File: src/hw/lcdid_pkg.sv
// Package of codes, field positions, reset values and timing counts for the instruction decoder
package lcdid_pkg;
    localparam logic [7:0] LCDID_OP_DISP_DISPLAY_STATE_FLAG = 8'hAE;
    localparam logic [7:0] LCDID_MSK_7 = 8'hFE;
    localparam logic [7:0] LCDID_OP_SEG_DIR = 8'hA0;
    localparam logic [7:0] LCDID_OP_ALL_ON = 8'hA4;
    localparam logic [7:0] LCDID_OP_BIAS = 8'hA2;
    localparam logic [7:0] LCDID_OP_INVERT = 8'hA6;
    localparam logic [7:0] LCDID_OP_STATIC = 8'hAC;
    localparam logic [7:0] LCDID_OP_REF_MODE = 8'h81;
    localparam logic [7:0] LCDID_OP_RMW_SET = 8'hE0;
    localparam logic [7:0] LCDID_OP_RMW_CLR = 8'hEE;
    localparam logic [7:0] LCDID_OP_RESET = 8'hE2;
    localparam logic [7:0] LCDID_MSK_2 = 8'hC0;
    localparam logic [7:0] LCDID_OP_START = 8'h40;
    localparam logic [7:0] LCDID_MSK_3 = 8'hE0;
    localparam logic [7:0] LCDID_OP_REF_VAL = 8'h80;
    localparam logic [7:0] LCDID_MSK_4 = 8'hF0;
    localparam logic [7:0] LCDID_OP_PAGE = 8'hB0;
    localparam logic [7:0] LCDID_OP_COM_DIR = 8'hC0;
    localparam logic [7:0] LCDID_OP_COL_LO = 8'h00;
    localparam logic [7:0] LCDID_OP_TEST = 8'hF0;
    localparam logic [7:0] LCDID_MSK_5 = 8'hF8;
    localparam logic [7:0] LCDID_OP_COL_HI = 8'h10;
    localparam logic [7:0] LCDID_OP_POWER = 8'h28;
    localparam int LCDID_STAT_BUSY = 7;
    localparam int LCDID_STAT_SEG = 6;
    localparam int LCDID_STAT_DISP = 5;
    localparam int LCDID_STAT_RST = 4;
    localparam logic LCDID_RST_BIAS = 1'b0;
    localparam logic [5:0] LCDID_RST_START = 6'h00;
    localparam logic [6:0] LCDID_RST_COL = 7'h00;
    localparam logic [3:0] LCDID_RST_PAGE = 4'h0;
    localparam logic [4:0] LCDID_RST_REF = 5'h00;
    localparam logic [2:0] LCDID_RST_PWR = 3'h0;
    localparam int LCDID_RST_INSTR_NS = 1000;
    localparam int LCDID_CLK_NS = 100;
    localparam logic [3:0] LCDID_RST_CYC = 4'((LCDID_RST_INSTR_NS + LCDID_CLK_NS - 1) / LCDID_CLK_NS);
endpackage : lcdid_pkg

File: src/hw/lcdid_decoder.sv
// Instruction decoder and reset logic of the display controller
// Summary of operation
// Pin reset: display off, defaults, bias one-sixth.
// Pin reset clears modes, addresses, level.
// Reset byte clears modes, addresses, level.
// During reset only status read accepted.
// Status bit 4 shows reset in progress.
// Host asserts reset pin before use.
// Data transfers reach frame memory.
// Status: busy, segment, display, reset, zeros.
// Display on/off from bit 0.
// Load six-bit start line.
// Two-byte reference level sequence.
// Load four-bit page address.
// Column address high and low parts.
// Segment direction from bit 0.
// Inversion and all-pixels-on from bit 0.
// Bias select from bit 0.
// Enter and leave modify-read mode.
// Common scan direction from bit 3.
// Booster, regulator, follower enables.
// Static indicator from bit 0.
// Display off plus all-on is power save.
// Host never issues test bytes.
// Entry mode ends after second byte.
// Busy rejects instructions.
// Undefined bytes are ignored.
`timescale 1ns/10ps
module lcdid_decoder
    import lcdid_pkg::*;
(
    input wire logic clk,
    input wire logic srst,
    input wire logic hw_init_pin_n,
    input wire logic wr_stb,
    input wire logic rd_stb,
    input wire logic reg_select_line,
    input wire logic [7:0] wr_data,
    output logic [7:0] rd_data,
    input wire logic [7:0] fm_rd_data,
    output logic fm_wr_stb,
    output logic fm_rd_stb,
    output logic [7:0] fm_wr_data,
    output logic display_on,
    output logic all_pixels_on_bit,
    output logic seg_reverse,
    output logic invert_bit,
    output logic bias_select,
    output logic booster_enable,
    output logic regulator_enable,
    output logic follower_enable,
    output logic modify_read,
    output logic com_scan_dir,
    output logic static_ind,
    output logic ref_entry,
    output logic [5:0] start_line_field,
    output logic [6:0] col_field,
    output logic [3:0] page_field,
    output logic [4:0] ref_level_field,
    output logic power_save,
    output logic busy
);
    // ************************************************************
    // Reset pin synchroniser and reset sequencing
    // ************************************************************
    logic [2:0] pin_sync_q;
    logic pin_low_q;
    logic [3:0] rst_cnt_q;
    logic [3:0] rst_cnt_d;
    always_ff @(posedge clk)
    begin
        if (srst)
        begin
            pin_sync_q <= 3'h0;
            pin_low_q <= 1'b1;
        end
        else
        begin
            pin_sync_q <= {pin_sync_q[1:0], hw_init_pin_n};
            if (pin_sync_q[1] == pin_sync_q[2])
            begin
                pin_low_q <= ~pin_sync_q[2];
            end
        end
    end

    wire cmd_wr = wr_stb & ~reg_select_line;
    wire rst_busy = pin_low_q | (rst_cnt_q != 4'h0);
    wire accept = cmd_wr & ~rst_busy;
    wire is_reset = accept & (wr_data == LCDID_OP_RESET);
    wire hard_rst = pin_low_q;

    assign rst_cnt_d = is_reset ? LCDID_RST_CYC : ((rst_cnt_q != 4'h0) ? rst_cnt_q - 4'h1 : 4'h0);
    always_ff @(posedge clk)
    begin
        if (srst | hard_rst)
        begin
            rst_cnt_q <= 4'h0;
        end
        else
        begin
            rst_cnt_q <= rst_cnt_d;
        end
    end
    assign busy = rst_busy;

    // ************************************************************
    // Instruction decode
    // ************************************************************
    wire m_disp = accept & ((wr_data & LCDID_MSK_7) == LCDID_OP_DISP_DISPLAY_STATE_FLAG);
    wire m_seg = accept & ((wr_data & LCDID_MSK_7) == LCDID_OP_SEG_DIR);
    wire m_allon = accept & ((wr_data & LCDID_MSK_7) == LCDID_OP_ALL_ON);
    wire m_bias = accept & ((wr_data & LCDID_MSK_7) == LCDID_OP_BIAS);
    wire m_inv = accept & ((wr_data & LCDID_MSK_7) == LCDID_OP_INVERT);
    wire m_stat = accept & ((wr_data & LCDID_MSK_7) == LCDID_OP_STATIC);
    wire m_refm = accept & (wr_data == LCDID_OP_REF_MODE);
    wire m_rmws = accept & (wr_data == LCDID_OP_RMW_SET);
    wire m_rmwc = accept & (wr_data == LCDID_OP_RMW_CLR);
    wire m_start = accept & ((wr_data & LCDID_MSK_2) == LCDID_OP_START);
    // Second byte only counts while in entry mode; otherwise 100xxxxx other than 8'h81 is undefined
    wire m_refv = accept & ref_entry & ~m_refm & ((wr_data & LCDID_MSK_3) == LCDID_OP_REF_VAL);
    wire m_page = accept & ((wr_data & LCDID_MSK_4) == LCDID_OP_PAGE);
    wire m_com = accept & ((wr_data & LCDID_MSK_4) == LCDID_OP_COM_DIR);
    wire m_coll = accept & ((wr_data & LCDID_MSK_4) == LCDID_OP_COL_LO);
    wire m_colh = accept & ((wr_data & LCDID_MSK_5) == LCDID_OP_COL_HI);
    wire m_pwr = accept & ((wr_data & LCDID_MSK_5) == LCDID_OP_POWER);
    // Any defined code; everything else falls through untouched
    wire m_known = m_disp | m_seg | m_allon | m_bias | m_inv | m_stat | m_refm | m_rmws | m_rmwc | m_start
        | m_refv | m_page | m_com | m_coll | m_colh | m_pwr | is_reset;
    wire m_undef = accept & ~m_known;

    // ************************************************************
    // Control state
    // ************************************************************
    always_ff @(posedge clk)
    begin
        if (srst | hard_rst)
        begin
            display_on <= 1'b0;
            all_pixels_on_bit <= 1'b0;
            seg_reverse <= 1'b0;
            invert_bit <= 1'b0;
            {booster_enable, regulator_enable, follower_enable} <= LCDID_RST_PWR;
            bias_select <= LCDID_RST_BIAS;
        end
        else
        begin
            if (m_disp) display_on <= wr_data[0];
            if (m_allon) all_pixels_on_bit <= wr_data[0];
            if (m_inv) invert_bit <= wr_data[0];
            if (m_seg) seg_reverse <= wr_data[0];
            if (m_bias) bias_select <= wr_data[0];
            if (m_pwr) {booster_enable, regulator_enable, follower_enable} <= wr_data[2:0];
        end
    end

    // Shared by pin reset and reset instruction
    wire soft_clr = srst | hard_rst | is_reset;
    always_ff @(posedge clk)
    begin
        if (soft_clr)
        begin
            modify_read <= 1'b0;
            com_scan_dir <= 1'b0;
            static_ind <= 1'b0;
            ref_entry <= 1'b0;
            start_line_field <= LCDID_RST_START;
            col_field <= LCDID_RST_COL;
            page_field <= LCDID_RST_PAGE;
            ref_level_field <= LCDID_RST_REF;
        end
        else
        begin
            if (m_rmws) modify_read <= 1'b1;
            else if (m_rmwc) modify_read <= 1'b0;
            if (m_com) com_scan_dir <= wr_data[3];
            if (m_stat) static_ind <= wr_data[0];
            if (m_refm) ref_entry <= 1'b1;
            else if (m_refv) ref_entry <= 1'b0;
            if (m_refv) ref_level_field <= wr_data[4:0];
            if (m_start) start_line_field <= wr_data[5:0];
            if (m_page) page_field <= wr_data[3:0];
            if (m_colh) col_field[6:4] <= wr_data[2:0];
            else if (m_coll) col_field[3:0] <= wr_data[3:0];
        end
    end

    assign power_save = ~display_on & all_pixels_on_bit;

    // ************************************************************
    // Frame memory path and status read
    // ************************************************************
    wire data_ok = reg_select_line & ~rst_busy;
    wire data_wr = wr_stb & data_ok;
    logic fm_wr_stb_q;
    logic [7:0] fm_wr_data_q;
    // Write strobe and byte leave together from flops so the memory sees them aligned
    always_ff @(posedge clk)
    begin
        if (srst)
        begin
            fm_wr_stb_q <= 1'b0;
            fm_wr_data_q <= 8'h00;
        end
        else
        begin
            fm_wr_stb_q <= data_wr;
            fm_wr_data_q <= wr_data;
        end
    end
    assign fm_wr_stb = fm_wr_stb_q;
    assign fm_wr_data = fm_wr_data_q;
    assign fm_rd_stb = rd_stb & data_ok;

    logic [7:0] status_byte;
    always_comb
    begin
        status_byte = 8'h00;
        status_byte[LCDID_STAT_BUSY] = rst_busy;
        status_byte[LCDID_STAT_SEG] = seg_reverse;
        status_byte[LCDID_STAT_DISP] = display_on;
        status_byte[LCDID_STAT_RST] = rst_busy;
    end

    always_ff @(posedge clk)
    begin
        if (srst)
        begin
            rd_data <= 8'h00;
        end
        else if (rd_stb)
        begin
            rd_data <= reg_select_line ? (rst_busy ? 8'h00 : fm_rd_data) : status_byte;
        end
    end

    // ************************************************************
    // Checks
    // ************************************************************
    chk_pin_reset_state: assert property (@(posedge clk) disable iff (srst)
        hard_rst |=> (!display_on && !all_pixels_on_bit && !seg_reverse && !invert_bit && !bias_select
                      && !booster_enable && !regulator_enable && !follower_enable))
        else $error("pin reset state wrong");
    chk_pin_reset_addr: assert property (@(posedge clk) disable iff (srst)
        hard_rst |=> (col_field == 7'h00 && page_field == 4'h0 && ref_level_field == 5'h00 && !ref_entry))
        else $error("pin reset addresses wrong");
    chk_instr_reset: assert property (@(posedge clk) disable iff (srst)
        is_reset |=> (start_line_field == 6'h00 && !modify_read && !static_ind && !com_scan_dir) ##1 busy [*8])
        else $error("reset instruction wrong");
    chk_busy_reject: assert property (@(posedge clk) disable iff (srst)
        (busy && cmd_wr) |=> $stable(display_on) && $stable(page_field) && $stable(col_field))
        else $error("instruction accepted while busy");
    chk_status_bits: assert property (@(posedge clk) disable iff (srst)
        (rd_stb && !reg_select_line) |=> (rd_data[3:0] == 4'h0 && rd_data[4] == $past(busy)
                                         && rd_data[6] == $past(seg_reverse)))
        else $error("status byte wrong");
    chk_display_set: assert property (@(posedge clk) disable iff (srst)
        m_disp |=> display_on == $past(wr_data[0]))
        else $error("display on/off not applied");
    chk_ref_seq: assert property (@(posedge clk) disable iff (srst)
        m_refv |=> (!ref_entry && ref_level_field == $past(wr_data[4:0])))
        else $error("reference level sequence wrong");
    chk_col_high: assert property (@(posedge clk) disable iff (srst)
        m_colh |=> col_field[6:4] == $past(wr_data[2:0]))
        else $error("column high not loaded");
    chk_power_save: assert property (@(posedge clk) disable iff (srst)
        (m_allon && !display_on) |=> power_save == $past(wr_data[0]))
        else $error("power save not entered with all pixels on");
    chk_power_leave: assert property (@(posedge clk) disable iff (srst)
        (m_disp && all_pixels_on_bit) |=> power_save == !$past(wr_data[0]))
        else $error("power save not left with display on");
    chk_undefined: assert property (@(posedge clk) disable iff (srst)
        m_undef |=> $stable({display_on, all_pixels_on_bit, seg_reverse, invert_bit, bias_select, booster_enable,
                             regulator_enable, follower_enable, modify_read, com_scan_dir, static_ind, ref_entry,
                             start_line_field, col_field, page_field, ref_level_field}))
        else $error("undefined byte changed state");

    // ************************************************************
    // Checks on field loads, counting and data path
    // ************************************************************
    chk_start_load: assert property (@(posedge clk) disable iff (srst)
        m_start |=> start_line_field == $past(wr_data[5:0]))
        else $error("start line not loaded");
    chk_page_load: assert property (@(posedge clk) disable iff (srst)
        m_page |=> page_field == $past(wr_data[3:0]))
        else $error("page address not loaded");
    chk_col_low: assert property (@(posedge clk) disable iff (srst)
        m_coll |=> col_field[3:0] == $past(wr_data[3:0]))
        else $error("column low not loaded");
    chk_seg_dir: assert property (@(posedge clk) disable iff (srst)
        m_seg |=> seg_reverse == $past(wr_data[0]))
        else $error("segment direction not loaded");
    chk_invert_set: assert property (@(posedge clk) disable iff (srst)
        m_inv |=> invert_bit == $past(wr_data[0]))
        else $error("inversion not loaded");
    chk_all_on_set: assert property (@(posedge clk) disable iff (srst)
        m_allon |=> all_pixels_on_bit == $past(wr_data[0]))
        else $error("all pixels on not loaded");
    chk_bias_set: assert property (@(posedge clk) disable iff (srst)
        m_bias |=> bias_select == $past(wr_data[0]))
        else $error("bias select not loaded");
    chk_rmw_enter: assert property (@(posedge clk) disable iff (srst)
        m_rmws |=> modify_read)
        else $error("modify-read not entered");
    chk_rmw_leave: assert property (@(posedge clk) disable iff (srst)
        m_rmwc |=> !modify_read)
        else $error("modify-read not left");
    chk_com_dir: assert property (@(posedge clk) disable iff (srst)
        m_com |=> com_scan_dir == $past(wr_data[3]))
        else $error("common direction not loaded");
    chk_power_enables: assert property (@(posedge clk) disable iff (srst)
        m_pwr |=> {booster_enable, regulator_enable, follower_enable} == $past(wr_data[2:0]))
        else $error("power enables not loaded");
    chk_static_set: assert property (@(posedge clk) disable iff (srst)
        m_stat |=> static_ind == $past(wr_data[0]))
        else $error("static indicator not loaded");
    chk_ref_entry: assert property (@(posedge clk) disable iff (srst)
        m_refm |=> ref_entry)
        else $error("reference entry mode not entered");
    chk_reset_load: assert property (@(posedge clk) disable iff (srst)
        is_reset |=> rst_cnt_q == LCDID_RST_CYC)
        else $error("reset counter not loaded");
    chk_reset_count: assert property (@(posedge clk) disable iff (srst)
        (rst_cnt_q != 4'h0 && !hard_rst) |=> rst_cnt_q == $past(rst_cnt_q) - 4'h1)
        else $error("reset counter not counting down");
    chk_status_top: assert property (@(posedge clk) disable iff (srst)
        (rd_stb && !reg_select_line) |=> (rd_data[7] == $past(busy) && rd_data[5] == $past(display_on)))
        else $error("status busy or display bit wrong");
    chk_data_write: assert property (@(posedge clk) disable iff (srst)
        (wr_stb && reg_select_line && !busy) |=> (fm_wr_stb && fm_wr_data == $past(wr_data)))
        else $error("data write not passed to memory");
    chk_data_read: assert property (@(posedge clk) disable iff (srst)
        (rd_stb && reg_select_line && !busy) |=> rd_data == $past(fm_rd_data))
        else $error("data read not returned");
    chk_data_busy: assert property (@(posedge clk) disable iff (srst)
        (wr_stb && busy) |=> !fm_wr_stb)
        else $error("data write passed while busy");
    chk_read_busy: assert property (@(posedge clk) disable iff (srst)
        (rd_stb && reg_select_line && busy) |=> rd_data == 8'h00)
        else $error("data read answered while busy");

    // ************************************************************
    // Cover points
    // ************************************************************
    cov_ref_seq: cover property (@(posedge clk) m_refm ##[1:20] m_refv);
    cov_reset: cover property (@(posedge clk) is_reset ##[1:20] !busy);
    cov_data_wr: cover property (@(posedge clk) fm_wr_stb);
    cov_pin_reset: cover property (@(posedge clk) hard_rst ##1 !hard_rst);
    cov_power_save: cover property (@(posedge clk) m_allon ##1 power_save);
endmodule : lcdid_decoder

File: config.mk
export PLATFORM = sky130hd
export DESIGN_NAME = lcdid_decoder
export DESIGN_NICKNAME = d
export VERILOG_FILES = /design/src/hw/lcdid_pkg.sv /design/src/hw/lcdid_decoder.sv
export SDC_FILE = /design/constraint.sdc
export NUM_CORES = 1
export LEC_CHECK = 0
export BUFFER_PORTS_ARGS = -buffer_cell sky130_fd_sc_hd__buf_2
export CAP_MARGIN = 10
export CORE_MARGIN = 2
export CORE_UTILIZATION = 45
export DETAILED_ROUTE_END_ITERATION = 8
export PLACE_DENSITY = 0.74
export SLEW_MARGIN = 20
export SYNTH_ARGS = -nofsm -noshare
export SYNTH_HDL_FRONTEND = slang
export SYNTH_SLANG_ARGS = --single-unit
File: constraint.sdc
create_clock -name clk -period 1.77 [get_ports clk]
set_clock_uncertainty 0.05 [all_clocks]
set_input_delay 0.0885 -clock clk [delete_from_list [all_inputs] [get_ports clk]]
set_output_delay 0.0885 -clock clk [all_outputs]
set_load 0.02 [all_outputs]
==> qor.csv, run 1 <==
metric,value,unit
routed_wirelength,6131,um
area_growth,38.85,%
hp-class,in2reg,
core,5172,sq um
synth-edff-count,0,
drc_errors,0,
clkSinkCount,59,
crit_fanout,7,
worst_slack,58.59,ps
grt_pass1_vias,2090,
cp.arrival,1890,ps
dpl_worst_slack,-60.77,ps
cts_buffers,9,
synth_common_cells,"dfxtp_1, nor2_1, mux2i_1",
ys_ff_latch,59,
end_kind,register,
setup_viol,0,
port_buffers,75,
grt-ovfl-total,0,
yosysTopAreaCellShare,0.4826,
firstDrtPassIters,6,
relSlewSlack,0.7190,
io_pins,76,
root_buffer,clkbuf_8,
start_kind,register,
routedWlPerCell,14.16,um
diodes,0,
vias,2183,
finalCritPeriodShare,0.9669,
cellLeakagePower,1.534,nW
final_nets,380,
place_hpwl,4203,um
fin_tns_setup,0,ps
yosys-top-cells-area,"dfxtp_1, mux2i_1, nor2_1, a21oi_1, nor2b_1",
drive_gt1_frac,0.3884,
met3_usage,0.09419,
cts_tree,built,
cts_max_level,3,
async_flop_share,0,
busiest_layer,met2,
ant_nets,0,
criticalPathCategory,reg2reg,
power.total,0.002934,W
synth_most_common_cell,dfxtp_1,
regArea,1184,sq um
worstPathRequired,1950,ps
tightest_slew,421.6,ps
die-area,6044,sq um
power_per_cell_area,863.4,nW/um^2
cap_violations,0,
clkTransAtPathRegs,60,ps
drv_slew,0,
fmax,0.5843,GHz
fp.dieH,77.75,um
grt_pass1_wl,10380,um
drt_iter0_drc,101,
synth.avg_cell_area,9.560,sq um
ys_warn_count,0,
met1_usage,0.2804,
gp_congestion,0.8657,
ir_drop,575.0,uV
grtUsageMet2,0.3379,
antenna_found_initial,0,
hold_viol_final,0,
yosysTopAreaCell,dfxtp_1,
nFillCells,434,
status,"finished, final reports clean",
synthFlopType,dfxtp_1,
r2r_setup_slack,60,ps
synth_area,2447,sq um
netlist-cell-type-count,39,
multiInputGateArea,1210,sq um
grt_max_degree,25,
syn_nets,278,
die_x,77.75,um
rsz0062_at_grt,yes,
clk-insertion-delay-late,340,ps
ys_seq_area_frac,0.4826,
hold_ws,33.53,ps
postSynthCellCount,256,
viasPerCell,5.042,
period_needed,1711,ps
grt_use_total,0.2213,
fp-row-count,26,
cts.path.max_buffers,2,
start_util,0.4731,
## power breakdown
part	internal (W)	leakage [nW]	switching (W)	total, W
sequential	0.00135	0.480	0.00000585	0.00135
combinational	0.0000822	0.942	0.000115	0.000197
clock	0.000867	0.113	0.000519	0.00139
## critical path: stages, from the launching register on
cell and delay [ps]:
dfxtp_2 320, or4b_4 620, nor4_2 330, mux2i_1 230
nor2_1 50
## what timing repair did
action | 4_1_cts | 5_1_grt
endpoints found under the hold margin | 7 | 0
buffers inserted | 0 | 3
pin swaps | 3 | 3
hold buffers | 7 | 0
endpoints found under the setup margin | 14 | 12
resized for setup | 9 | 4
## final timing paths
path | cells after the start | startpoint | end
hold / removal | 3 | fm_rd_data[7] | rd_data[7]
setup reg to reg | 4 | rst_cnt_q[1] | bias_select
setup / recovery | 4 | rst_cnt_q[1] | bias_select
hold reg to reg | 1 | pin_sync_q[0] | pin_sync_q[1]
## stage by stage
step / std cells / utilization / cell area, sq um
after floorplan: 256 / - / 2452
after global placement: 408 / 0.5876 / 3039
after detailed placement: 408 / 0.5876 / 3039
after CTS: 431 / 0.6529 / 3377
after global routing: 433 / 0.6570 / 3398
final: 433 / 0.6570 / 3398
## area by class of cell
class,count,area share
Clock buffer,12,0.04566
Clock inverter,4,0.02135
Sequential cell,59,0.3483
Multi-Input combinational cell,174,0.3560
Tap cell,70,0.02577
Inverter,4,0.004418
Timing Repair Buffer,110,0.1985
## flip-flops by register name (all words and copies together), names as in the netlist, 3 cells and up
signal and flops:
rst_cnt_q 4, rd_data 8, col_field 7, ref_level_field 5, pin_sync_q 3, fm_wr_data 8, start_line_field 6, page_field 4
## logic make-up after synthesis
kind of cell,after synthesis,synth area share
simple gates,116,0.2863
buf+inv,23,0.03885
compound gates,27,0.06543
flops,59,0.4826
mux,31,0.1268
## placed cells by master, fill, tap and decap left out, types with 2 or more instances in the layout
| cell | count |
|---|---|
| nand3b_1 | 3 |
| nand4_1 | 4 |
| nand2b_1 | 7 |
| nor3_1 | 5 |
| nor2_1 | 35 |
| mux2i_1 | 31 |
| a211oi_1 | 2 |
| nand2_1 | 11 |
| nor4bb_1 | 3 |
| clkbuf_8 | 11 |
| nor4_1 | 2 |
| inv_1 | 4 |
| a21oi_1 | 15 |
| nor4_2 | 4 |
| dlygate4sd3_1 | 7 |
| and3b_1 | 2 |
| nand3_1 | 8 |
| nor4_4 | 3 |
| nor2b_1 | 11 |
| o21ai_0 | 5 |
| buf_2 | 74 |
| bufinv_16 | 2 |
| o31ai_1 | 2 |
| buf_4 | 27 |
| dfxtp_2 | 2 |
| dfxtp_1 | 57 |
| nor2_2 | 4 |
| nand4b_1 | 2 |
## routing by layer
| layer | vias up | routed length [um] | share of wire |
|---|---|---|---|
| met5 | - | 0 | 0 |
| met4 | 0 | 81 | 0.013 |
| met3 | 9 | 472 | 0.077 |
| met2 | 74 | 2811 | 0.46 |
| met1 | 1002 | 2765 | 0.45 |
| li1 | 1098 | - | - |
No activity file was read; power rests on OpenSTA's default activity.
==> run 2, diff against run 1 <==
--- a/constraint.sdc
+++ b/constraint.sdc
@@ -3,3 +3,3 @@
 set_input_delay 0.0885 -clock clk [delete_from_list [all_inputs] [get_ports clk]]
 set_output_delay 0.0885 -clock clk [all_outputs]
-set_load 0.02 [all_outputs]
+set_load 0.05 [all_outputs]
==> qor.csv, run 2 (synthesis gave the netlist of run 1 again) <==
metric,value,unit,change
cts.path.max_buffers,2,,unchanged
grt_pass1_wl,10300,um,-0.73%
nFillCells,455,,+4.8%
end_kind,register,,
clkTransAtPathRegs,60,ps,about the same
cap_violations,0,,unchanged
cts_tree,built,,
period_needed,1724,ps,+12.59 ps
regArea,1184,sq um,unchanged
io_pins,76,,unchanged
fin_tns_setup,0,ps,unchanged
min-delay-start,fm_rd_data[7],,
layout_commonest_cell,buf_2,,
rsz0062_at_grt,yes,,
root_buffer,clkbuf_8,,
drt_iter0_drc,89,,-12%
relSlewSlack,0.7316,,+0.01267
viasPerCell,5.174,,+2.6%
layout.cells.non_filler,436,,+0.69%
drc_errors,0,,unchanged
final_nets,384,,+1.1%
grt_pass1_vias,2200,,+5.3%
fmax,0.5800,GHz,-0.73%
fp.dieH,77.75,um,unchanged
criticalPathCategory,reg2reg,,
gp_congestion,0.8136,,-6.0%
start_util,0.4731,,unchanged
min_to,rd_data[7],,
timing.rr.end,page_field[3],,
clkSinkCount,59,,unchanged
routed_wirelength,6136,um,about the same
hold_ws,39.93,ps,+6.399 ps
hold_depth,3,,unchanged
power_per_cell_area,795.6,nW/um^2,-7.9%
dp.cells,410,,+0.49%
tightest_slew,397.1,ps,-24.42 ps
hp-class,in2reg,,
grt_use_total,0.2162,,-0.005100
area_growth,39.88,%,
fp-row-count,26,,unchanged
cpPeakStageDelay,620,ps,about the same
clk-insertion-delay-late,330,ps,about the same
rr_startpoint,rst_cnt_q[1],,
layout_common_cells,"buf_2, dfxtp_1, nor2_1",,
finalCritPeriodShare,0.9740,,+0.007113
start_kind,register,,
cellLeakagePower,1.543,nW,+0.57%
vias,2256,,+3.3%
cts_buffers,9,,unchanged
port_buffers,75,,unchanged
grt-ovfl-total,0,,unchanged
die-area,6044,sq um,unchanged
hold_viol_final,0,,unchanged
antenna_found_initial,0,,unchanged
ir_drop,484.5,uV,-16%
diodes,0,,unchanged
drive_gt1_frac,0.3907,,+0.002281
worstPathRequired,1950,ps,about the same
crit_fanout,7,,unchanged
cts_max_level,3,,unchanged
critPathSlowestCell,or4b_4,,
setup_viol,0,,unchanged
crit_chain,or4b_4 > nor4_4 > buf_6 > mux2i_4 > nor2_2,,
status,"finished, final reports clean",,
die_x,77.75,um,unchanged
r2r_setup_slack,50,ps,about the same
core,5172,sq um,unchanged
worstRegToRegCells,5,,+1
multiInputGateArea,1239,sq um,+2.4%
drv_slew,0,,unchanged
routedWlPerCell,14.07,um,-0.61%
firstDrtPassIters,5,,-1
cp.arrival,1910,ps,+20 ps
place_hpwl,4308,um,+2.5%
ant_nets,0,,unchanged
grt_max_degree,25,,unchanged
run 2: through the flow:
stage               utilization  area (sq um)  power (W)  setup WS, ps
global route             0.6618          3423   0.002824        -24.71
CTS                      0.6497          3361   0.002746        -46.87
global placement         0.5907          3055   0.001596        -10.14
floorplan                     -          2454   0.001518        -34.64
detailed placement       0.5907          3055   0.001599        -95.09
finish                   0.6618          3423   0.002724         46.00
run 2: routing by layer:
metal | global-route usage | vias to the layer above | wire, um
li1 | - | 1102 | -
met1 | 0.2643 | 1046 | 2684
met2 | 0.3569 | 84 | 2886
met3 | 0.06977 | 24 | 452
met4 | 0.07500 | 0 | 112
met5 | 0 | - | 0
run 2: area by class of cell:
class	instances	share of cell area
inverter	4	0.004386
multi-input combinational	174	0.3618
tap	70	0.02558
clock buffer	12	0.03947
clock inverter	3	0.01170
sequential	59	0.3458
timing repair buffer	114	0.2113
run 2: how the worst max path moves through the flow:
| stage | startpoint | end | slack, ps | depth (start not counted) |
|---|---|---|---|---|
| 2_1_floorplan | rst_cnt_q[1] | page_field[3] | -30 | 5 |
| 3_3_place_gp | hard_rst | invert_bit | -10 | 5 |
| 3_5_place_dp | rst_cnt_q[1] | page_field[3] | -100 | 6 |
| 4_1_cts | rst_cnt_q[1] | page_field[3] | -50 | 6 |
| 5_1_grt | rst_cnt_q[1] | ref_entry | -20 | 5 |
| 6_report | rst_cnt_q[1] | page_field[3] | 50 | 5 |
run 2: worst max-delay path: cells and delay by family, from the launching register on:
| kind | cells | cell delay (ps) |
|---|---|---|
| buffers and inverters | 1 | 180 |
| flip-flops | 1 | 310 |
| AND/OR/NAND/NOR | 3 | 850 |
| multiplexers | 1 | 230 |
run 2: report_power, final:
part | leakage, nW | internal [W] | switching, W
clock | 0.0902 | 0.000639 | 0.000494
sequential | 0.480 | 0.00135 | 0.00000603
combinational | 0.973 | 0.0000868 | 0.000152
run 2: what timing repair did:
action / 4_1_cts / 5_1_grt
hold endpoints to repair: 11 / 0
resized for setup: 7 / 13
pin swaps: 2 / 4
setup endpoints to repair: 14 / 11
buffers inserted: 0 / 2
hold buffers: 10 / 0
==> run 3, diff against run 2 <==
CORE_MARGIN = default   (was 2)
==> qor.csv, run 3 (synthesis gave the netlist of run 1 again) <==
metric,value,unit,change
status,"finished, final reports clean",,
setup_viol,0,,unchanged
viasPerCell,5.136,,-0.75%
antenna_found_initial,0,,unchanged
root_buffer,clkbuf_8,,
hold_viol_final,0,,unchanged
relSlewSlack,0.7296,,-0.002069
final_nets,382,,-0.52%
grt_use_total,0.2319,,+0.01576
r2r_setup_slack,10,ps,-40 ps
clkSinkCount,59,,unchanged
drc_errors,0,,unchanged
ir_drop,535.8,uV,+11%
drt_iter0_drc,90,,+1.1%
grt-ovfl-total,0,,unchanged
port_buffers,75,,unchanged
diodes,0,,unchanged
die-area,5737,sq um,-5.1%
routedWlPerCell,14.56,um,+3.4%
cts_buffers,9,,unchanged
tightest_slew,401.9,ps,+4.812 ps
start_kind,register,,
cts_tree,built,,
io_pins,76,,unchanged
cap_violations,0,,unchanged
area_growth,39.98,%,about the same
fp-row-count,26,,unchanged
layout_common_cells,"buf_2, dfxtp_1, nor2_1",,
fmax,0.5684,GHz,-2.0%
cts_max_level,3,,unchanged
die_x,75.75,um,-2.6%
hold_ws,20.24,ps,-19.69 ps
start_util,0.4731,,unchanged
rsz0062_at_grt,yes,,
clk-insertion-delay-late,340,ps,about the same
drive_gt1_frac,0.3973,,+0.006550
clkTransAtPathRegs,70,ps,about the same
vias,2234,,-0.98%
grt_pass1_vias,2045,,-7.0%
routed_wirelength,6333,um,+3.2%
finalCritPeriodShare,0.9939,,+0.01988
cp.arrival,1950,ps,+40 ps
ant_nets,0,,unchanged
cellLeakagePower,1.561,nW,+1.1%
core,5172,sq um,unchanged
gp_congestion,0.8494,,+4.4%
place_hpwl,4220,um,-2.0%
worstPathRequired,1960,ps,about the same
grt_max_degree,25,,unchanged
fp.dieH,75.75,um,-2.6%
criticalPathCategory,reg2reg,,
place_area,3048,sq um,-0.25%
period_needed,1759,ps,+35.18 ps
layout_commonest_cell,buf_2,,
fin_tns_setup,0,ps,unchanged
drv_slew,0,,unchanged
power_per_cell_area,819.2,nW/um^2,+3.0%
crit_fanout,7,,unchanged
hp-class,in2reg,,
end_kind,register,,
grt_pass1_wl,9646,um,-6.4%
utilization,0.6623,,about the same
firstDrtPassIters,4,,-1
cts.path.max_buffers,2,,unchanged
stdcell_area,3426,sq um,about the same
## run 3: changes by cell type in the layout (fill, tap and decap cells not counted), sizes merged
cell         before  now
clkinv            2    3
buf             104  105
dlygate4sd3      10    7
clkinvlp          0    1
clkbuf           12   11
## run 3: stage by stage
step / setup WS, ps / power (W) / cells
2_1_floorplan: -34.64 / 0.001518 / 256
3_3_place_gp: -8.651 / 0.001594 / 409
3_5_place_dp: -76.70 / 0.001597 / 409
4_1_cts: 2.286 / 0.002814 / 432
5_1_grt: -47.85 / 0.002889 / 435
6_report: 10.82 / 0.002807 / 435
## run 3: area by class of cell
cell class	count	area, sq um
inverter	4	15.01
clock buffer	11	141.4
multi-input combinational	174	1245
clock inverter	5	52.55
timing repair buffer	112	701.9
sequential	59	1182
fill	401	1747
tap	70	87.58
## run 3: path summary, 6_finish.rpt
check / startpoint / to / cells after the start
min: fm_rd_data[5] / rd_data[5] / 3
max: rst_cnt_q[1] / page_field[3] / 6
min reg2reg: pin_sync_q[0] / pin_sync_q[1] / 1
max reg2reg: rst_cnt_q[1] / page_field[3] / 6
## run 3: report_power, final
group	switching [W]	leakage [nW]	internal [W]
registers	0.00000577	0.479	0.00135
logic	0.000155	0.982	0.0000870
clock network	0.000532	0.0991	0.000681
## run 3: what timing repair did
item                                    4_1_cts  5_1_grt
hold buffers                                  7        0
cloned                                        0        0
resized for setup                            10        7
endpoints found under the setup margin       15       12
hold endpoints to repair                      7        0
pin swaps                                     3        7
buffers inserted                              0        3
## run 3: critical path, stage by stage (launching register included)
cell	delay (ps)
dfxtp_2	320
or4b_4	540
buf_12	170
nor4_4	120
buf_4	190
mux2i_2	220
nor2_2	40
## run 3: per-layer routing
layer,GRT usage,wire (um),vias up
met1,0.2754,2839,1050
met3,0.06217,373,10
li1,-,-,1104
met4,0.1193,107,0
met2,0.3845,3012,70
met5,0,0,-
